===== src/qit_defs.vh =====
// Constants for the quad 8-bit interval timer
`ifndef QIT_DEFS_VH
`define QIT_DEFS_VH

`define QIT_CHANNELS         4
`define QIT_CNT_WIDTH        8
`define QIT_DIVSEL_WIDTH     3
`define QIT_STEP_COUNT       8
`define QIT_PRESCALE_WIDTH   7
`define QIT_CMP_CH0_RESET    8'h3F
`define QIT_CMP_CH1_RESET    8'h7F
`define QIT_CMP_CH2_RESET    8'hBF
`define QIT_CMP_CH3_RESET    8'hFF
`define QIT_LED_MATCH_COUNT  2000
`define QIT_MATCH_CNT_WIDTH  11
`define QIT_PRESS_CNT_WIDTH  16

`endif


===== src/qit_timer.v =====
// Quad 8-bit interval timer with shared interrupt, step table and LED toggles
//
// Functional notes
// - Four independent 8-bit channel counters each set their own match flag when the count equals their compare value.
// - One shared timer interrupt covers matches of all channels; software reads the flags to find the source.
// - Each channel holds a writable 8-bit compare value, reset to 3F, 7F, BF and FF for channels 0 to 3.
// - Each channel counts the base clock divided by 1, 2, 4, 8, 16, 32, 64 or 128, chosen per channel.
// - In step k channel n divides by 2 to the power (2n + k - 1) mod 8, and each press advances k, wrapping 8 to 1.
// - A falling edge on the switch input counts one press and moves all channels to the next divider step.
// - Each channel counts its matches and toggles its LED when the count reaches 2000.
// - The shared interrupt leaves the block only while enabled, yet match flags are recorded regardless.
// - The shared interrupt wakes the processor from its wait state; match counts update on every match, waiting or not.
`include "qit_defs.vh"

module qit_timer #(
  parameter CHANNELS        = `QIT_CHANNELS,
  parameter LED_MATCH_COUNT = `QIT_LED_MATCH_COUNT
) (
  input  wire                            sys_clk,
  input  wire                            sys_rst,
  input  wire                            timerRun,
  input  wire [CHANNELS-1:0]             compareWrite,
  input  wire [`QIT_CNT_WIDTH-1:0]       compareData,
  input  wire                            sharedIrqEnable,
  input  wire [CHANNELS-1:0]             matchFlagClear,
  input  wire                            switchIn,
  input  wire                            waitEnter,
  output reg  [CHANNELS-1:0]             matchFlag,
  output reg                             sharedTimerIrq,
  output reg                             switchEdgeIrq,
  output reg  [CHANNELS-1:0]             ledOut,
  output reg                             waitActive,
  output reg  [`QIT_DIVSEL_WIDTH-1:0]    stepIndex,
  output reg  [`QIT_PRESS_CNT_WIDTH-1:0] pressCount
);

  // ----------------------------------------------------------------
  // Helpers
  // ----------------------------------------------------------------
  // Divider exponent for channel n at zero-based step s
  function [`QIT_DIVSEL_WIDTH-1:0] divForChannel;
    input [`QIT_DIVSEL_WIDTH-1:0] chanIdx;
    input [`QIT_DIVSEL_WIDTH-1:0] stepIdx;
    begin
      divForChannel = (chanIdx << 1) + stepIdx;
    end
  endfunction

  function [`QIT_CNT_WIDTH-1:0] compareResetValue;
    input integer chanIdx;
    begin
      case (chanIdx % 4)
        0:       compareResetValue = `QIT_CMP_CH0_RESET;
        1:       compareResetValue = `QIT_CMP_CH1_RESET;
        2:       compareResetValue = `QIT_CMP_CH2_RESET;
        default: compareResetValue = `QIT_CMP_CH3_RESET;
      endcase
    end
  endfunction

  // ----------------------------------------------------------------
  // Declarations
  // ----------------------------------------------------------------
  reg  [`QIT_CNT_WIDTH-1:0]       compareReg [0:CHANNELS-1];
  reg  [`QIT_MATCH_CNT_WIDTH-1:0] matchCountReg [0:CHANNELS-1];
  reg                             switchPrevReg;
  reg  [`QIT_DIVSEL_WIDTH-1:0]    stepReg;
  wire [CHANNELS-1:0]             matchPulse;
  wire [CHANNELS-1:0]             flagNext;
  wire                            switchFall;
  wire                            irqNext;

  // ----------------------------------------------------------------
  // Switch edge and step table
  // ----------------------------------------------------------------
  assign switchFall = switchPrevReg && !switchIn;

  always @(posedge sys_clk)
  begin
    if (sys_rst)
    begin
      switchPrevReg <= 1'b1;
      stepReg       <= {`QIT_DIVSEL_WIDTH{1'b0}};
      stepIndex     <= {`QIT_DIVSEL_WIDTH{1'b0}};
      pressCount    <= {`QIT_PRESS_CNT_WIDTH{1'b0}};
      switchEdgeIrq <= 1'b0;
    end
    else
    begin
      switchPrevReg <= switchIn;
      switchEdgeIrq <= switchFall;
      if (switchFall)
      begin
        // Three-bit step wraps from step 8 to step 1 by itself
        stepReg    <= stepReg + 1'b1;
        stepIndex  <= stepReg + 1'b1;
        pressCount <= pressCount + 1'b1;
      end
    end
  end

  // ----------------------------------------------------------------
  // Channels
  // ----------------------------------------------------------------
  genvar ch;
  generate
    for (ch = 0; ch < CHANNELS; ch = ch + 1)
    begin : gChan
      localparam [`QIT_DIVSEL_WIDTH-1:0] CHAN_IDX = ch;

      always @(posedge sys_clk)
      begin
        if (sys_rst)
          compareReg[ch] <= compareResetValue(ch);
        else if (compareWrite[ch])
          compareReg[ch] <= compareData;
      end

      qit_channel #(
        .CNT_WIDTH (`QIT_CNT_WIDTH)
      ) uChannel (
        .sys_clk      (sys_clk),
        .sys_rst      (sys_rst),
        .countRun     (timerRun),
        .divSel       (divForChannel(CHAN_IDX, stepReg)),
        .compareValue (compareReg[ch]),
        .matchPulse   (matchPulse[ch])
      );

      // Set beats clear so a match landing on a clear is not lost
      assign flagNext[ch] = matchPulse[ch] || (matchFlag[ch] && !matchFlagClear[ch]);

      always @(posedge sys_clk)
      begin
        if (sys_rst)
        begin
          matchFlag[ch]     <= 1'b0;
          matchCountReg[ch] <= {`QIT_MATCH_CNT_WIDTH{1'b0}};
          ledOut[ch]        <= 1'b0;
        end
        else
        begin
          matchFlag[ch] <= flagNext[ch];
          if (matchPulse[ch])
          begin
            if (matchCountReg[ch] == LED_MATCH_COUNT - 1)
            begin
              matchCountReg[ch] <= {`QIT_MATCH_CNT_WIDTH{1'b0}};
              ledOut[ch]        <= !ledOut[ch];
            end
            else
              matchCountReg[ch] <= matchCountReg[ch] + 1'b1;
          end
        end
      end
    end
  endgenerate

  // ----------------------------------------------------------------
  // Shared interrupt and wait state
  // ----------------------------------------------------------------
  // Any set flag keeps the line up; gating only hides it, flags still record
  assign irqNext = sharedIrqEnable && (|flagNext);

  always @(posedge sys_clk)
  begin
    if (sys_rst)
    begin
      sharedTimerIrq <= 1'b0;
      waitActive     <= 1'b0;
    end
    else
    begin
      sharedTimerIrq <= irqNext;
      if (irqNext)
        waitActive <= 1'b0;
      else if (waitEnter)
        waitActive <= 1'b1;
    end
  end

endmodule // qit_timer


===== src/qit_channel.v =====
// One 8-bit interval timer channel with its own clock divider
`include "qit_defs.vh"

module qit_channel #(
  parameter CNT_WIDTH = `QIT_CNT_WIDTH
) (
  input  wire                         sys_clk,
  input  wire                         sys_rst,
  input  wire                         countRun,
  input  wire [`QIT_DIVSEL_WIDTH-1:0] divSel,
  input  wire [CNT_WIDTH-1:0]         compareValue,
  output reg                          matchPulse
);

  reg  [`QIT_PRESCALE_WIDTH-1:0] prescaleReg;
  reg  [CNT_WIDTH-1:0]           countReg;
  wire [`QIT_PRESCALE_WIDTH-1:0] divMask;
  wire                           countTick;
  wire                           countEqual;

  // ----------------------------------------------------------------
  // Divider: a tick every 2^divSel base clocks
  // ----------------------------------------------------------------
  assign divMask    = ~({`QIT_PRESCALE_WIDTH{1'b1}} << divSel);
  assign countTick  = countRun && ((prescaleReg & divMask) == divMask);
  assign countEqual = (countReg == compareValue);

  always @(posedge sys_clk)
  begin
    if (sys_rst || !countRun)
      prescaleReg <= {`QIT_PRESCALE_WIDTH{1'b0}};
    else
      prescaleReg <= prescaleReg + 1'b1;
  end

  // ----------------------------------------------------------------
  // Counter: period of compare value plus one ticks
  // ----------------------------------------------------------------
  always @(posedge sys_clk)
  begin
    if (sys_rst || !countRun)
    begin
      countReg   <= {CNT_WIDTH{1'b0}};
      matchPulse <= 1'b0;
    end
    else
    begin
      matchPulse <= countTick && countEqual;
      if (countTick)
      begin
        if (countEqual)
          countReg <= {CNT_WIDTH{1'b0}};
        else
          countReg <= countReg + 1'b1;
      end
    end
  end

endmodule // qit_channel


===== config.mk =====
export PLATFORM = sky130hd
export DESIGN_NAME = qit_timer
export DESIGN_NICKNAME = d
export VERILOG_FILES = /design/src/qit_timer.v /design/src/qit_channel.v
export VERILOG_INCLUDE_DIRS = /design/src
export SDC_FILE = /design/constraint.sdc
export NUM_CORES = 1
export LEC_CHECK = 0
export ABC_AREA = 1
export CORE_MARGIN = 4
export CORE_UTILIZATION = 60
export DETAILED_ROUTE_END_ITERATION = 8
export DONT_BUFFER_PORTS = 1
export GPL_TIMING_DRIVEN = 0
export PLACE_DENSITY = 0.75
export SYNTH_ARGS = -nofsm -noshare
export SYNTH_HDL_FRONTEND = slang
export SYNTH_SLANG_ARGS = --single-unit

===== constraint.sdc =====
create_clock -name sys_clk -period 2.2 [get_ports sys_clk]
set_input_delay 0.44 -clock sys_clk [delete_from_list [all_inputs] [get_ports sys_clk]]
set_output_delay 0.44 -clock sys_clk [all_outputs]
set_load 0.01 [all_outputs]

==> flow_summary.toml <==
[placement]
placed_wire_length_estimate_after_detailed_placement_mm = 13.4
place_congestion = 0.810
number_of_port_buffers = 0
post-place-ws_ns = -0.140

[sta]
fmax_mhz = 494
finalSetupViolations = 0
fin_ws_ns = 0.176
report.final.hold_viol_count = 0
fin_crit_sh = 0.920
grt_setup_unrepaired = "no"
worst_clock_skew_ns = 0.00746
worst_slew_pin_slew_ns = 0.737
worst_slew_margin_rel = 0.508
final_period_minus_worst_setup_slack_ns = 2.02
final_max_slew_viol_count = 0

[logic_synthesis]
synth-warning-count = 0
postSynthCellCount = 1180
post_synth_instance_area_um2 = 8860
synth_top_area_frac = 0.257
ys_ff_latch = 171
postSynthAreaPerCell_um2 = 7.51
synth.yosys.seq_area_share = 0.472
synth_largest_area_cell = "edfxtp_1"
ys_top_cells_by_area = "edfxtp_1, dfxtp_1, nand2_1"
syn_nets = 1232
synth.distinct_cells = 34

[cells_and_area]
filler_cell_count = 1247
area_growth_pct = 9.30
num_antenna_cells = 0
multi_input_comb_area_um2 = 3960
share_of_final_layout_standard_cells_stronger_than_drive_strength_1 = 0.0643
register_area_um2 = 4190
num-nets-final = 1252

[critical_path]
cp.arrival_ns = 2.36
endpoint_kind = "flop"
critical_path.startpoint_type = "flop"
flop_to_flop_setup_slack_ns = 0.18
timing.rr.start = "stepReg[2]"
timing.critical_path.required_ns = 2.54
timing.critical_path.from = "stepReg[2]"
timing_worst_setup_path_type = "flop to flop"
cp_max_fo = 11

[clock_tree]
cts_hold_repair.buffers = 0
clock_tree.root_cell = "clkbuf_16"
clock_latency_on_the_worst_skew_pair_ns = 0.43
clock_pin_slew_worst_setup_and_hold_paths_ns = 0.06
cts_max_path_buffers = 2
cts-buffers-inserted = 17
tritoncts = "yes"
htreeDepth = 4
cts_num_sinks = 171

[die]
placeableCoreArea_um2 = 14500
die_h_um = 130
io_pins = 52
start_util = 0.612
die_area_um2 = 16800
x_dimension_of_the_die_um = 130
std_cell_rows = 44

[global_routing]
grt_use_met2 = 0.366
globalRoute.totalOverflow = 0
first_global_vias = 6614
grt_start_max_net_pins = 17
use_met1 = 0.312
grt_pass1_wl_mm = 30.8
top_usage_layer = "met2"
use_met3 = 0.0635
track_usage = 0.231
grt_antenna_before_repair = 0

[run_status]
outcome = "complete, no violations"

[pwr]
worst_ir_drop_vdd_mv = 0.521
netSwitchingPower_mw = 1.54
total_leakage_power_nw = 4.02
register_share_of_total_power = 0.511
powerDensity_nw_per_um2 = 708
power_frac_comb = 0.060
switching_fraction_of_total_power = 0.225
total_power_mw = 6.86
power_report.internal_total_mw = 5.32
p_clk_frac = 0.429

[detailed_routing]
ant_nets = 0
routedWlPerCell_um = 13.3
drt-initial-drc-count = 473
finalWirelength_mm = 18.6
detailroute.via_count = 7259
detailedRoute.firstPassIterationCount = 5
route.detailed.drc = 0
route.detailed.vias_per_inst = 5.20

[flow_run]
max_cap_viol_count = 0

[worst_hold_path]
hp-start = "sharedIrqEnable"
worstHoldPathType = "input port to flop"
power groups by stage:
stage	sequential [mW]	combinational (mW)	clock [mW]
after floorplan	3.55	0.314	0
after global placement	3.57	0.394	0
after detailed placement	3.58	0.406	0
after CTS	3.51	0.410	2.98
after global routing	3.52	0.473	3.11
final	3.51	0.414	2.94
kinds of logic (layout without fill, tap and decap cells):
| family | after synthesis | after routing | synth area share |
|---|---|---|---|
| XOR/XNOR | 38 | 38 | 0.0375 |
| AND/OR/NAND/NOR | 643 | 643 | 0.303 |
| flip-flops | 171 | 171 | 0.472 |
| buffers and inverters | 189 | 222 | 0.0826 |
| AO/OA/AOI/OAI | 109 | 109 | 0.0628 |
| adder cells (fa/ha/maj) | 30 | 30 | 0.0423 |
timing repair:
action	in CTS	in global routing
setup buffers	0	1
setup endpoints to repair	13	11
gates resized for setup	2	4
per-stage QoR:
stage	setup TNS [ns]	hold WS (ns)	util	cells	area, um^2
2_1_floorplan	0	0.429	-	1180	8860
3_3_place_gp	-1.72	0.442	0.628	1364	9090
3_5_place_dp	-1.70	0.451	0.628	1364	9090
4_1_cts	0	0.0944	0.668	1396	9670
5_1_grt	0	0.0963	0.669	1397	9690
6_report	0	0.105	0.669	1397	9690
cell usage in the layout (no fill, tap or decap), types with 4 or more instances in the layout:
cell type  instances
xnor2_1           20
a21oi_1           72
nand2_1          352
buf_2             12
dfxtp_1           93
clkbuf_16         17
o21ai_1           22
inv_2             20
clkinv_1           4
nor3b_1            5
nor3_1            22
nand3b_1           6
nand4_1            9
nand3_1           71
clkbuf_1          12
or2_0              4
xor2_1            18
nor4_1             4
ha_1              30
edfxtp_1          76
nor2_1           154
o21ai_0           10
inv_1            145
worst max-delay path, cell delays in order, from the launching register on:
cell	delay (ns)
dfxtp_2	0.49
inv_2	0.17
ha_1	0.35
o21ai_1	0.08
nand2_1	0.07
nand3_2	0.20
inv_2	0.22
nand2_1	0.16
nor2_1	0.19
flip-flops by register name (all words and copies together), names as in the netlist:
signal and flops:
matchCountReg 44, compareReg 32, gChan.uChannel.countReg 32, gChan.uChannel.prescaleReg 28
pressCount 16, gChan.uChannel.matchPulse 4, ledOut 4, matchFlag 4
stepReg 3, sharedTimerIrq 1, switchEdgeIrq 1, switchPrevReg 1
waitActive 1
final cells by class:
cell class,instances,share of cell area
well taps,184,0.0238
repair buffers,1,0.000775
flip-flops and latches,171,0.432
plain buffers,21,0.0105
inverters,168,0.0657
clock inverters,10,0.0128
multi-input cells,820,0.408
clock buffers,22,0.0458
final timing paths:
check	to	depth (start not counted)
max	gChan[3].uChannel.matchPulse	8
max reg2reg	gChan[3].uChannel.matchPulse	8
min	waitActive	1
min reg2reg	gChan[2].uChannel.prescaleReg[6]	2
synthesized netlist by cell type:
master and instances:
inv_2 21, nor3_4 1, nand2_1 352, clkinv_1 1
and3_1 1, a21oi_1 72, a31oi_1 1, edfxtp_1 76
dfxtp_1 95, buf_2 12, o21ai_1 22, nand2_2 3
nor3b_1 5, inv_1 146, nor3_1 22, o21a_1 2
xnor2_1 20, nand3_2 2, nor2_4 1, nand4_1 9
nor2_1 154, nor4_1 4, buf_4 2, nor3_2 2
or2_2 3, ha_1 30, o21ai_0 10, o21bai_1 2
nand3_1 71, nand3b_1 6, nor2_2 3, xor2_1 18
or2_0 4, clkbuf_1 7
layer usage:
layer / part of all wire / vias up
met4: 0.014 / 0
li1: - / 3767
met1: 0.46 / 3317
met2: 0.46 / 156
met5: 0 / -
met3: 0.061 / 19
Note: power is estimated with default switching activity, not from simulation.
